`config.mk`:
```
export PLATFORM = sky130hd
export DESIGN_NAME = camio_top
export DESIGN_NICKNAME = d
export VERILOG_FILES = /design/src/hw/camio_pkg.sv /design/src/hw/camio_timer.sv /design/src/hw/camio_top.sv
export VERILOG_INCLUDE_DIRS = /design/src /design/src/hw
export SDC_FILE = /design/constraint.sdc
export NUM_CORES = 2
export LEC_CHECK = 0
export BUFFER_PORTS_ARGS = -buffer_cell sky130_fd_sc_hd__buf_4
export CORE_MARGIN = 4
export CORE_UTILIZATION = 30
export DETAILED_ROUTE_END_ITERATION = 10
export SYNTH_ARGS = -nofsm -noshare
export SYNTH_HDL_FRONTEND = slang
export SYNTH_SLANG_ARGS = --single-unit
```
`constraint.sdc`:
```
create_clock -name clk_i -period 11.2 [get_ports clk_i]
set_input_delay 0 -clock clk_i [delete_from_list [all_inputs] [get_ports clk_i]]
set_output_delay 0 -clock clk_i [all_outputs]
set_load 0.1 [all_outputs]
```
`src/hw/camio_defs.svh`:
```
//
// Behaviour
// - Untriggered input line serves as user input
// - Input levels readable only as status word
// - Per-input polarity flip, true inverts
// - Each output selects one of five sources
// - Trigger-wait source only in standard mode
// - Reset: out1 exposure active, out2 ready
// - User source drives written level
// - Word's low four bits set user outputs
// - User level applied before output inverter
// - Per-output polarity flip after source mux
// - Timer waits delay low, then goes high
// - Timer low again after duration elapses
// - Only exposure start may start timers
// - Timer N reaches output line N only
// - Inverted timer line: high during delay
// - At most one input gets hardware trigger
// - Delay is raw 0-4095 times base
// - Duration is raw 1-4095 times base
`ifndef CAMIO_DEFS_SVH
`define CAMIO_DEFS_SVH

// ========================================
// Register byte addresses
`define CAMIO_A_CTRL      8'h00
`define CAMIO_A_IN_INV    8'h04
`define CAMIO_A_STATUS    8'h08
`define CAMIO_A_OUT_SRC   8'h0C
`define CAMIO_A_OUT_INV   8'h10
`define CAMIO_A_USER_ALL  8'h14
`define CAMIO_A_USER_SEL  8'h18
`define CAMIO_A_USER_VAL  8'h1C
`define CAMIO_A_TMR_SEL   8'h20
`define CAMIO_A_TMR_DLY   8'h24
`define CAMIO_A_TMR_DUR   8'h28
`define CAMIO_A_DLY_BASE  8'h2C
`define CAMIO_A_DUR_BASE  8'h30
`define CAMIO_A_TMR_TRIG  8'h34

// ========================================
// Field positions
`define CAMIO_F_STD       0
`define CAMIO_F_TSEL_LO   1
`define CAMIO_F_OST_LO    2

// ========================================
// Reset values
`define CAMIO_R_STD       1'h1
`define CAMIO_R_TSEL      2'h1
`define CAMIO_R_SRC       12'h90A
`define CAMIO_R_DLY_RAW   12'h000
`define CAMIO_R_DUR_RAW   12'h001
`define CAMIO_R_BASE      12'h001

// ========================================
// Timing
`define CAMIO_CLK_NS      100
`define CAMIO_US_NS       1000
`define CAMIO_CYC_PER_US  (`CAMIO_US_NS / `CAMIO_CLK_NS)

`endif

```
`src/hw/camio_pkg.sv`:
```
package camio_pkg;

  // ========================================
  // Output line source codes
  typedef enum logic [2:0] {
    SRC_ATW,
    SRC_TRDY,
    SRC_EXPO,
    SRC_TIMER,
    SRC_USER
  } camio_src_t;

  // Timer phases
  typedef enum logic [1:0] {
    T_IDLE,
    T_DELAY,
    T_PULSE
  } camio_tph_t;

  // Wishbone request from master
  typedef struct packed {
    logic        cyc;
    logic        stb;
    logic        we;
    logic [7:0]  adr;
    logic [3:0]  sel;
    logic [31:0] dat;
  } camio_wb_req_t;

  // Timer state
  typedef struct packed {
    camio_tph_t  st;
    logic [31:0] cnt;
    logic [31:0] dly;
    logic [31:0] dur;
    logic        out;
  } camio_tmr_st_t;

  // Top-level state
  typedef struct packed {
    logic [1:0]       sync1;
    logic [1:0]       sync2;
    logic             exp_q;
    logic             std_mode;
    logic [1:0]       trig_sel;
    logic [1:0]       in_inv;
    logic [11:0]      src;
    logic [3:0]       out_inv;
    logic [3:0]       user;
    logic [1:0]       user_sel;
    logic [1:0]       tmr_sel;
    logic [3:0]       tmr_en;
    logic [3:0][11:0] dly_raw;
    logic [3:0][11:0] dur_raw;
    logic [11:0]      dly_base;
    logic [11:0]      dur_base;
    logic             ack;
    logic [31:0]      rdat;
    logic [3:0]       out;
    logic             trig;
    logic [1:0]       uin;
  } camio_st_t;

endpackage

```
`src/hw/camio_timer.sv`:
```
`timescale 1ns/1ps
`default_nettype none
`include "camio_defs.svh"

module camio_timer #(
  parameter int unsigned RAW_W  = 12,
  parameter int unsigned BASE_W = 12
) (
  input  wire logic              clk_i,
  input  wire logic              rst_i,
  input  wire logic              start_i,
  input  wire logic [RAW_W-1:0]  dly_raw_i,
  input  wire logic [BASE_W-1:0] dly_base_i,
  input  wire logic [RAW_W-1:0]  dur_raw_i,
  input  wire logic [BASE_W-1:0] dur_base_i,
  output logic                   tmr_o
);
  import camio_pkg::*;

  camio_tmr_st_t s_q;   // Registered state
  camio_tmr_st_t s_d;   // Next state
  logic [31:0]   dly_c; // Delay in cycles
  logic [31:0]   dur_c; // Duration in cycles

  // ========================================
  // Raw count times base times cycles per us
  assign dly_c = 32'(dly_raw_i) * 32'(dly_base_i) * 32'(`CAMIO_CYC_PER_US);
  assign dur_c = 32'(dur_raw_i) * 32'(dur_base_i) * 32'(`CAMIO_CYC_PER_US);

  // Phase sequencing; retrigger while busy ignored
  always_comb begin
    s_d = s_q;
    unique case (s_q.st)
      T_IDLE: begin
        if (start_i) begin
          s_d.dly = dly_c;
          s_d.dur = dur_c;
          s_d.cnt = '0;
          if (dly_c == 32'h0) begin
            s_d.st  = T_PULSE;
            s_d.out = 1'b1;
          end else begin
            s_d.st = T_DELAY;
          end
        end
      end
      T_DELAY: begin
        if (s_q.cnt == s_q.dly - 32'h1) begin
          s_d.st  = T_PULSE;
          s_d.out = 1'b1;
          s_d.cnt = '0;
        end else begin
          s_d.cnt = s_q.cnt + 32'h1;
        end
      end
      T_PULSE: begin
        if (s_q.cnt == s_q.dur - 32'h1) begin
          s_d.st  = T_IDLE;
          s_d.out = 1'b0;
          s_d.cnt = '0;
        end else begin
          s_d.cnt = s_q.cnt + 32'h1;
        end
      end
    endcase
  end

  // State register
  always_ff @(posedge clk_i) begin
    if (rst_i) begin
      s_q <= '{st: T_IDLE, default: '0};
    end else begin
      s_q <= s_d;
    end
  end

  assign tmr_o = s_q.out;
endmodule
`default_nettype wire

```
`src/hw/camio_top.sv`:
```
`timescale 1ns/1ps
`default_nettype none
`include "camio_defs.svh"

module camio_top (
  input  wire logic                     clk_i,
  input  wire logic                     rst_i,
  input  wire camio_pkg::camio_wb_req_t wb_req_i,
  output logic                          wb_ack_o,
  output logic [31:0]                   wb_dat_o,
  input  wire logic [1:0]               line_in_i,
  input  wire logic                     exposure_active_i,
  input  wire logic                     trigger_ready_i,
  input  wire logic                     acq_trigger_wait_i,
  output logic [3:0]                    out_line_o,
  output logic                          external_hw_trigger_o,
  output logic [1:0]                    user_input_o
);
  import camio_pkg::*;

  // ========================================
  // Declarations
  camio_st_t   s_q;       // Registered state
  camio_st_t   s_d;       // Next state
  logic [1:0]  lvl;       // Input levels after inverter
  logic [1:0]  asg;       // Line given to hw trigger
  logic [3:0]  tmr;       // Timer outputs
  logic [3:0]  raw_src;   // Selected source per line
  logic        req;       // New bus request
  logic        exp_start; // Exposure start edge

  // Byte-lane merge of a write
  function automatic logic [31:0] wmerge(
    input logic [31:0] o,
    input logic [31:0] d,
    input logic [3:0]  b
  );
    logic [31:0] r;
    r = o;
    for (int k = 0; k < 4; k++) begin
      if (b[k]) begin
        r[8*k +: 8] = d[8*k +: 8];
      end
    end
    return r;
  endfunction

  // ========================================
  // Input path
  // Polarity flip on synchronised pins
  assign lvl = s_q.sync2 ^ s_q.in_inv;

  // One-hot mask of trigger line, never both
  always_comb begin
    asg = 2'b00;
    if (s_q.trig_sel == 2'h1) begin
      asg = 2'b01;
    end else if (s_q.trig_sel == 2'h2) begin
      asg = 2'b10;
    end
  end

  assign exp_start = exposure_active_i & ~s_q.exp_q;
  assign req       = wb_req_i.cyc & wb_req_i.stb & ~s_q.ack;

  // ========================================
  // Timers, one per output line
  for (genvar g = 0; g < 4; g++) begin : g_tmr
    camio_timer #(
      .RAW_W  (12),
      .BASE_W (12)
    ) u_tmr (
      .clk_i      (clk_i),
      .rst_i      (rst_i),
      .start_i    (exp_start & s_q.tmr_en[g]),
      .dly_raw_i  (s_q.dly_raw[g]),
      .dly_base_i (s_q.dly_base),
      .dur_raw_i  (s_q.dur_raw[g]),
      .dur_base_i (s_q.dur_base),
      .tmr_o      (tmr[g])
    );
  end

  // ========================================
  // Output source mux, before inverter
  always_comb begin
    for (int i = 0; i < 4; i++) begin
      unique case (s_q.src[3*i +: 3])
        3'(SRC_ATW): raw_src[i] = acq_trigger_wait_i & s_q.std_mode;
        3'(SRC_TRDY): raw_src[i] = trigger_ready_i;
        3'(SRC_EXPO): raw_src[i] = exposure_active_i;
        3'(SRC_TIMER): raw_src[i] = tmr[i];
        3'(SRC_USER): raw_src[i] = s_q.user[i];
        default: raw_src[i] = 1'b0;
      endcase
    end
  end

  // ========================================
  // Next-state logic: pins, bus, registers
  always_comb begin
    logic [31:0] w; // Merged write word
    logic [2:0]  f; // One source field
    w = '0;
    f = '0;
    s_d = s_q;
    // Two-flop pin synchroniser
    s_d.sync1 = line_in_i;
    s_d.sync2 = s_q.sync1;
    s_d.exp_q = exposure_active_i;
    // Registered line outputs
    s_d.out  = raw_src ^ s_q.out_inv;
    s_d.trig = |(lvl & asg);
    s_d.uin  = lvl & ~asg;
    // One-cycle ack per request
    s_d.ack = req;
    // Register writes
    if (req && wb_req_i.we) begin
      case (wb_req_i.adr & 8'hFC)
        `CAMIO_A_CTRL: begin
          w = wmerge({29'h0, s_q.trig_sel, s_q.std_mode}, wb_req_i.dat, wb_req_i.sel);
          s_d.std_mode = w[`CAMIO_F_STD];
          // Code 3 would name no line; keep old
          if (w[`CAMIO_F_TSEL_LO +: 2] != 2'h3) begin
            s_d.trig_sel = w[`CAMIO_F_TSEL_LO +: 2];
          end
        end
        `CAMIO_A_IN_INV: begin
          w = wmerge({30'h0, s_q.in_inv}, wb_req_i.dat, wb_req_i.sel);
          s_d.in_inv = w[1:0];
        end
        `CAMIO_A_OUT_SRC: begin
          w = wmerge({20'h0, s_q.src}, wb_req_i.dat, wb_req_i.sel);
          // Field kept if code illegal or ATW in legacy
          for (int i = 0; i < 4; i++) begin
            f = w[3*i +: 3];
            if (f <= 3'(SRC_USER) && !(f == 3'(SRC_ATW) && !s_q.std_mode)) begin
              s_d.src[3*i +: 3] = f;
            end
          end
        end
        `CAMIO_A_OUT_INV: begin
          w = wmerge({28'h0, s_q.out_inv}, wb_req_i.dat, wb_req_i.sel);
          s_d.out_inv = w[3:0];
        end
        `CAMIO_A_USER_ALL: begin
          w = wmerge({28'h0, s_q.user}, wb_req_i.dat, wb_req_i.sel);
          s_d.user = w[3:0];
        end
        `CAMIO_A_USER_SEL: begin
          w = wmerge({30'h0, s_q.user_sel}, wb_req_i.dat, wb_req_i.sel);
          s_d.user_sel = w[1:0];
        end
        `CAMIO_A_USER_VAL: begin
          // Single output selected by user_sel
          if (wb_req_i.sel[0]) begin
            s_d.user[s_q.user_sel] = wb_req_i.dat[0];
          end
        end
        `CAMIO_A_TMR_SEL: begin
          w = wmerge({30'h0, s_q.tmr_sel}, wb_req_i.dat, wb_req_i.sel);
          s_d.tmr_sel = w[1:0];
        end
        `CAMIO_A_TMR_DLY: begin
          w = wmerge({20'h0, s_q.dly_raw[s_q.tmr_sel]}, wb_req_i.dat, wb_req_i.sel);
          s_d.dly_raw[s_q.tmr_sel] = w[11:0];
        end
        `CAMIO_A_TMR_DUR: begin
          w = wmerge({20'h0, s_q.dur_raw[s_q.tmr_sel]}, wb_req_i.dat, wb_req_i.sel);
          // Zero duration not allowed; ignored
          if (w[11:0] != 12'h000) begin
            s_d.dur_raw[s_q.tmr_sel] = w[11:0];
          end
        end
        `CAMIO_A_DLY_BASE: begin
          w = wmerge({20'h0, s_q.dly_base}, wb_req_i.dat, wb_req_i.sel);
          // Base at least one microsecond
          if (w[11:0] != 12'h000) begin
            s_d.dly_base = w[11:0];
          end
        end
        `CAMIO_A_DUR_BASE: begin
          w = wmerge({20'h0, s_q.dur_base}, wb_req_i.dat, wb_req_i.sel);
          if (w[11:0] != 12'h000) begin
            s_d.dur_base = w[11:0];
          end
        end
        `CAMIO_A_TMR_TRIG: begin
          w = wmerge({28'h0, s_q.tmr_en}, wb_req_i.dat, wb_req_i.sel);
          s_d.tmr_en = w[3:0];
        end
        default: begin
          // Unmapped or read-only: ignored
          w = '0;
        end
      endcase
    end
    // Register reads, captured with ack
    if (req && !wb_req_i.we) begin
      case (wb_req_i.adr & 8'hFC)
        `CAMIO_A_CTRL: s_d.rdat = {29'h0, s_q.trig_sel, s_q.std_mode};
        `CAMIO_A_IN_INV: s_d.rdat = {30'h0, s_q.in_inv};
        `CAMIO_A_STATUS: s_d.rdat = {26'h0, s_q.out, lvl};
        `CAMIO_A_OUT_SRC: s_d.rdat = {20'h0, s_q.src};
        `CAMIO_A_OUT_INV: s_d.rdat = {28'h0, s_q.out_inv};
        `CAMIO_A_USER_ALL: s_d.rdat = {28'h0, s_q.user};
        `CAMIO_A_USER_SEL: s_d.rdat = {30'h0, s_q.user_sel};
        `CAMIO_A_USER_VAL: s_d.rdat = {31'h0, s_q.user[s_q.user_sel]};
        `CAMIO_A_TMR_SEL: s_d.rdat = {30'h0, s_q.tmr_sel};
        `CAMIO_A_TMR_DLY: s_d.rdat = {20'h0, s_q.dly_raw[s_q.tmr_sel]};
        `CAMIO_A_TMR_DUR: s_d.rdat = {20'h0, s_q.dur_raw[s_q.tmr_sel]};
        `CAMIO_A_DLY_BASE: s_d.rdat = {20'h0, s_q.dly_base};
        `CAMIO_A_DUR_BASE: s_d.rdat = {20'h0, s_q.dur_base};
        `CAMIO_A_TMR_TRIG: s_d.rdat = {28'h0, s_q.tmr_en};
        default: s_d.rdat = 32'h0;
      endcase
    end
  end

  // ========================================
  // State register with reset values
  always_ff @(posedge clk_i) begin
    if (rst_i) begin
      s_q          <= '0;
      s_q.std_mode <= `CAMIO_R_STD;
      s_q.trig_sel <= `CAMIO_R_TSEL;
      s_q.src      <= `CAMIO_R_SRC;
      s_q.dly_raw  <= {4{`CAMIO_R_DLY_RAW}};
      s_q.dur_raw  <= {4{`CAMIO_R_DUR_RAW}};
      s_q.dly_base <= `CAMIO_R_BASE;
      s_q.dur_base <= `CAMIO_R_BASE;
    end else begin
      s_q <= s_d;
    end
  end

  // ========================================
  // Outputs from flops
  assign wb_ack_o              = s_q.ack;
  assign wb_dat_o              = s_q.rdat;
  assign out_line_o            = s_q.out;
  assign external_hw_trigger_o = s_q.trig;
  assign user_input_o          = s_q.uin;
endmodule
`default_nettype wire

```
* Yosys cells after proc, flatten, opt, wreduce, memory -nomap -nowiden
Cells that the tools add are included.
** Word-level totals
- Bits of input ports :: 54
- Register bits after elaboration :: 554
** Operators by class
- Muxes and demuxes :: 100
- Add/sub/neg operators :: 12
- Multipliers :: 16
- Order comparisons :: 8
- Reduce and logical (&&, ||, !) cells :: 68
- Equal/unequal tests :: 67
- Bitwise gates (word level) :: 15
** Operator list (number)
- case mux 34 bit (3 select lines) :: 4
- 2-to-1 mux 99 bit :: 4
- == test 32 bit :: 8
- 2-to-1 mux 32 bit :: 8
- subtractor 28 x 1 -> 29 bit (second input constant) :: 8
- multiplier 24 x 3 -> 27 bit (second input constant) :: 8
- multiplier 12 x 12 -> 24 bit :: 8
- case mux 12 bit (14 select lines) :: 1
- adder 32 x 1 -> 32 bit (second input constant) :: 4
- zero test 32 bit :: 4
- 2-to-1 mux 8 bit :: 15
- bitwise mux 48 bit :: 2
- 2-to-1 mux 4 bit :: 17
- AND reduction 3 bit :: 18
- binary-select mux 12 bit (select 2 bit) :: 2
- == test 6 x 4 -> 1 bit (second input constant) :: 6
- 2-to-1 mux 12 bit :: 3
- nonzero test 12 bit :: 3
- != test 2 x 1 -> 1 bit (second input constant) :: 16
- 2-to-1 mux 2 bit :: 14
- demux 12 bit (select 2 bit) :: 1
- == test 3 x 2 -> 1 bit (second input constant) :: 8
- == test 6 x 3 -> 1 bit (second input constant) :: 4
- zero test 3 bit :: 8
- 33 further kinds :: 112

* Longest topological paths before layout
- Word-level depth :: 9
- Gate-level depth with buffers :: 37

* By module
From an unflattened synthesis, not the netlist that was laid out.
** Second synthesis, totals
- Cell total of the unflattened synthesis :: 9596
- Area total of the unflattened synthesis :: 78885.7 um2
** By module, submodules not included
- camio_timer (g_tmr[0].u_tmr) :: instances 1, sequential area each 1781.7 um2, cells an instance 2209, area each 17748.3 um2
- camio_timer (g_tmr[3].u_tmr) :: instances 1, sequential area each 1781.7 um2, cells an instance 2184, area each 17609.4 um2
- camio_timer (g_tmr[2].u_tmr) :: instances 1, sequential area each 1781.7 um2, cells an instance 2123, area each 17386.7 um2
- camio_timer (g_tmr[1].u_tmr) :: instances 1, sequential area each 1781.7 um2, cells an instance 2118, area each 17229.0 um2
- camio_top :: instances 1, sequential area each 3563.4 um2, cells an instance 962, area each 8912.3 um2

* Worst setup path before layout
OpenSTA, ideal clock, no wires.
- Path type :: flip-flop to flip-flop
- From :: register s_q[57] (netlist bit)
- To :: register g_tmr[3].u_tmr.s_q (netlist bit g_tmr[3].u_tmr.tmr_o)
- Period minus slack after synthesis :: 8105 ps
- Stages on the path, launching flop included :: 33
- Path buffers :: 3
- Arrival time :: 8014 ps
- Slack :: 3095 ps
- Data required time :: 11109 ps
- Cell sequence :: dfxtp_1 clkbuf_1 clkbuf_1 clkbuf_1 nand2_1 fa_1 inv_1 fa_1 fa_1 fa_1 inv_1 fa_1 inv_1 ha_1 a211o_1 or3_1 a211oi_1 o21bai_1 a21oi_1 o21bai_1 a21oi_1 xor2_1 nor2_1 ha_1 nor3_1 nand4_1 or4_1 or4b_1 nor4_1 nand4_1 o31ai_1 a21oi_1 a311oi_1
** Between the ends
- Longest elaborated chain between the ends :: 5
** RTL lines
- start, declared :: RTL line camio_top.sv:23 : camio_st_t s_q;
- multiplier 12 x 12 -> 24 bit :: RTL line camio_timer.sv:27 : assign dly_c = 32'(dly_raw_i) * 32'(dly_base_i) * 32'(`CAMIO_CYC_PER_US);
- multiplier 24 x 3 -> 27 bit :: RTL line camio_timer.sv:27
- zero test 32 bit :: RTL line camio_timer.sv:39 : if (dly_c == 32'h0) begin
- != test 2 x 1 -> 1 bit (no source line)
- AND reduction 4 bit (no source line)
- end signal, assigned :: RTL line camio_timer.sv:71 : s_q <= '{st: T_IDLE, default: '0};
- end signal, assigned :: RTL line camio_timer.sv:73 : s_q <= s_d;
- end, declared :: RTL line camio_timer.sv:20 : camio_tmr_st_t s_q;
No other way between the ends.
A chain may end at the register's enable or synchronous reset.

* Final worst setup path
- From :: register s_q[53] (netlist bit)
- To :: register g_tmr[3].u_tmr.s_q (netlist bit g_tmr[3].u_tmr.tmr_o)
The elaborated chain is that of the path after synthesis.

==> parameters.txt <==
Parameter                              Value

Routing
  Met3 wirelength from detailed routing    9.89 mm
  Highest routed layer    met4
  Number of nets with antenna violations after routing    0
  Met2 layer wire length in the routed design    93.7 mm
  DRT Pass-1 Iters    6
  Routed wire length    205 mm
  Initial drt markers    3764
  Routed metal-1 wirelength    94.5 mm
  Via total after detailed routing    63340
  Via-to-Cell Ratio    5.02
  DRC violations left    0
  Post-DR wirelength/cell    16.2 um

Setup path
  Worst Setup Start Kind    register
  Family with the most delay on the worst path    adder cells
  Arrival time reported for the critical path endpoint    9.64 ns
  Largest incremental delay on the critical path    0.92 ns
  Reg-to-reg setup timing slack    2.15 ns
  CP Capture Type    register
  Worst setup path class    register to register
  Buffers plus inverters on the worst setup path    4
  CP max FO    29
  Worst endpoint required time    11.79 ns
  Slowest library cell on the worst path    sky130_fd_sc_hd__dfxtp_2
  Cell occurring most often along the worst timing path    sky130_fd_sc_hd__a21oi_1

CTS
  Clock buffer count from CTS    67
  Clock Root Buffer    sky130_fd_sc_hd__clkbuf_16
  Post CTS Setup Buffer Count    0
  Maximum buffer depth of the clock tree    3
  Clock latency reported for the late side of the worst-skew pair    0.68 ns
  Number of cells upsized or downsized after cts    0
  Clock Pin Slew Worst Setup and Hold Paths    0.08 ns
  H-Tree Depth    3
  CTS tree    built
  Clock sink total    534

Global route
  GRT Residual Overflow    0
  Vias in the first global route    62698
  GRT Util Overall    15.4%
  Pin count of the biggest net entering global routing    158
  Number of antenna violations at the first check in global routing    8
  Global-route wire length before repair    338 mm

Floorplan
  Number of cell rows    185
  Number of primary I/O pins    94
  Core footprint    255000 sq um
  Die extent in x    515 um
  Die outline height    515 um
  Area of the die    265000 sq um
  Starting density of the core    30.3%

Logic synthesis
  Top_reg_cell synth    sky130_fd_sc_hd__dfxtp_1
  Synthesized netlist cell count    9497
  Post-synthesis instance area    77200 sq um
  Area share of the largest cell type after synthesis    21.0%
  Portion of the post-synthesis area used by sequential elements    13.8%
  Synth warn    0
  Number of enable-type register cells in the synthesized netlist    0
  Yosys reg bits    534
  Dominant cell type by area after synthesis    sky130_fd_sc_hd__fa_1
  Share of synthesized registers carrying an async set or reset    0%
  Most numerous cell in the Yosys netlist    sky130_fd_sc_hd__nand2_1
  Top area cells in the synthesized netlist    sky130_fd_sc_hd__fa_1 (21%), sky130_fd_sc_hd__ha_1 (14%), sky130_fd_sc_hd__dfxtp_1 (14%), sky130_fd_sc_hd__nand2_1 (6.4%), sky130_fd_sc_hd__inv_1 (5.5%)
  Mapped Avg Cell Area    8.13 sq um
  Number of distinct library cell variants in the gate-level netlist after synthesis    96
  Top cells by count, synth    sky130_fd_sc_hd__nand2_1 (1306), sky130_fd_sc_hd__inv_1 (1123), sky130_fd_sc_hd__ha_1 (861), sky130_fd_sc_hd__fa_1 (808), sky130_fd_sc_hd__nor2_1 (666)

Timing
  Worst hold margin    0.0834 ns
  Worst Slack Setup Final    2.15 ns
  Slew at the pin with the worst max-slew slack    1.05 ns
  Number of setup violations in the final report    0
  Final clock period utilization by the worst path    80.8%
  Final slew viol count    0
  Setup repair after global routing missed its margin    false
  Sum of negative setup slack    0 ns
  Count of endpoints failing hold in the final timing report    0
  Worst-case headroom to the max-slew limit    30.2%
  Post-route clock skew    0.0341 ns
  Top achievable clock speed    0.111 GHz
  Post-route minimum period    9.05 ns

Layout
  Footprint of the multi-input gates    60300 sq um
  Non-filler cells, final    12627
  Filler cell count    27141
  Number of nets in the finished design    10930
  Share of the core filled with cells in the final layout    32.6%
  Flip-flop and latch area    10700 sq um
  Relative area change from synthesis to final layout    7.76%
  Fraction of final layout cells with drive strength greater than 1    3.90%

Power
  IR drop worst, VDD    0.110 mV
  Power Dens Cells    54.4 nW/um^2
  Leak pwr    0.0394 uW

Status
  Outcome    finished clean

Placed design
  Post-detailed-placement half-perimeter wirelength    159 mm
  Final weighted congestion in routability-driven placement    0.883
  Pre-CTS setup slack    2.13 ns
  Count of port buffers added during placement    49
  Placed instance count    12466

Job
  Max-cap viol count    0

Hold path
  Worst min path class    input pin to register
-- state kept, by name (all words and copies together), names as in the netlist --
| signal | count |
|---|---|
| s_d | 2 |
| user_input_o | 2 |
| wb_dat_o | 12 |
| g_tmr.u_tmr.s_q | 352 |
| s_q | 156 |
| external_hw_trigger_o | 1 |
| out_line_o | 4 |
| wb_ack_o | 1 |
| g_tmr.u_tmr.tmr_o | 4 |
-- metrics by stage --
stage               total power [uW]  area, sq um
finish                          4530        83200
global route                    4660        83200
CTS                             4590        83200
detailed placement              2100        80300
global placement                2100        80300
floorplan                       2060        77300
-- routing by layer --
metal / vias up / global-route usage (%)
met2: 1374 / 25.2
met3: 291 / 1.81
met1: 30842 / 21.0
li1: 30833 / -
met4: 0 / 5.10
met5: - / 0
-- cell type report --
class | instances | area share, %
clock buffers | 85 | 2.31
flip-flops and latches | 534 | 12.9
diodes | 4 | 0.0120
clock inverters | 34 | 0.665
multi-input cells | 7324 | 72.4
well taps | 3366 | 5.06
inverters | 1124 | 5.07
repair buffers | 156 | 1.55
-- path summary, 6_finish.rpt --
check / endpoint / startpoint / cells past startpoint
min reg2reg: wb_dat_o[0]$_SDFFE_PP0P_ / wb_dat_o[0]$_SDFFE_PP0P_ / 2
max reg2reg: g_tmr[3].u_tmr.tmr_o$_SDFFE_PP0P_ / s_q[53]$_SDFFE_PP0P_ / 30
min: s_q[192]$_SDFFE_PP1P_ / wb_req_i[42] / 6
max: g_tmr[3].u_tmr.tmr_o$_SDFFE_PP0P_ / s_q[53]$_SDFFE_PP0P_ / 30
-- worst reg2reg max path: cells and delay by family, from the launching register on --
family	cells	cell delay [ns]
adders and majority gates	6	2.61
and+or+nand+nor	9	2.44
DFF	1	0.92
buffers and inverters	4	0.62
xor gates and xnor gates	1	0.34
AOI/OAI and AO/OA	10	2.07
-- cells by family (layout without fill, tap and decap cells) --
kind of cell               count (synthesis)  count (layout)  synth area share (%)
AOI/OAI and AO/OA                       1413            1413                  11.9
xor gates and xnor gates                 662             662                  7.51
adders and majority gates               1669            1669                  34.9
buffers and inverters                   1658            1399                  8.26
DFF                                      534             534                  13.8
muxes                                    172             172                  2.66
other                                      1              24               0.00486
and+or+nand+nor                         3388            3388                  20.9
-- power breakdown --
part	switching, uW	internal [uW]	total, uW
Combinational	127	35.4	163
Clock	958	1500	2460
Sequential	3.58	1900	1910
Total	1090	3440	4530
-- placed cells by master, fill, tap and decap left out, drive strengths merged, types with 49 or more instances in the layout --
cell / netlist / layout
ha: 861 / 861
nor2: 666 / 666
inv: 1123 / 1128
nand3: 202 / 202
o21bai: 53 / 53
nand2: 1307 / 1307
and2: 455 / 455
nor2b: 54 / 54
a21o: 101 / 101
o21ai: 209 / 209
buf: 67 / 118
and3: 86 / 86
xor2: 239 / 239
a21oi: 471 / 471
a31oi: 57 / 57
or3: 49 / 49
or4: 50 / 50
dfxtp: 534 / 534
mux2i: 131 / 131
nor4: 82 / 82
a211oi: 126 / 126
fa: 808 / 808
nand4: 79 / 79
clkbuf: 467 / 85
xnor2: 423 / 423
nor3: 185 / 185
-- what timing repair did --
action	CTS	global route
setup endpoints to repair	0	0
endpoints found under the hold margin	227	0
hold buffers	38	0
No activity file was read; power rests on OpenSTA's default activity.
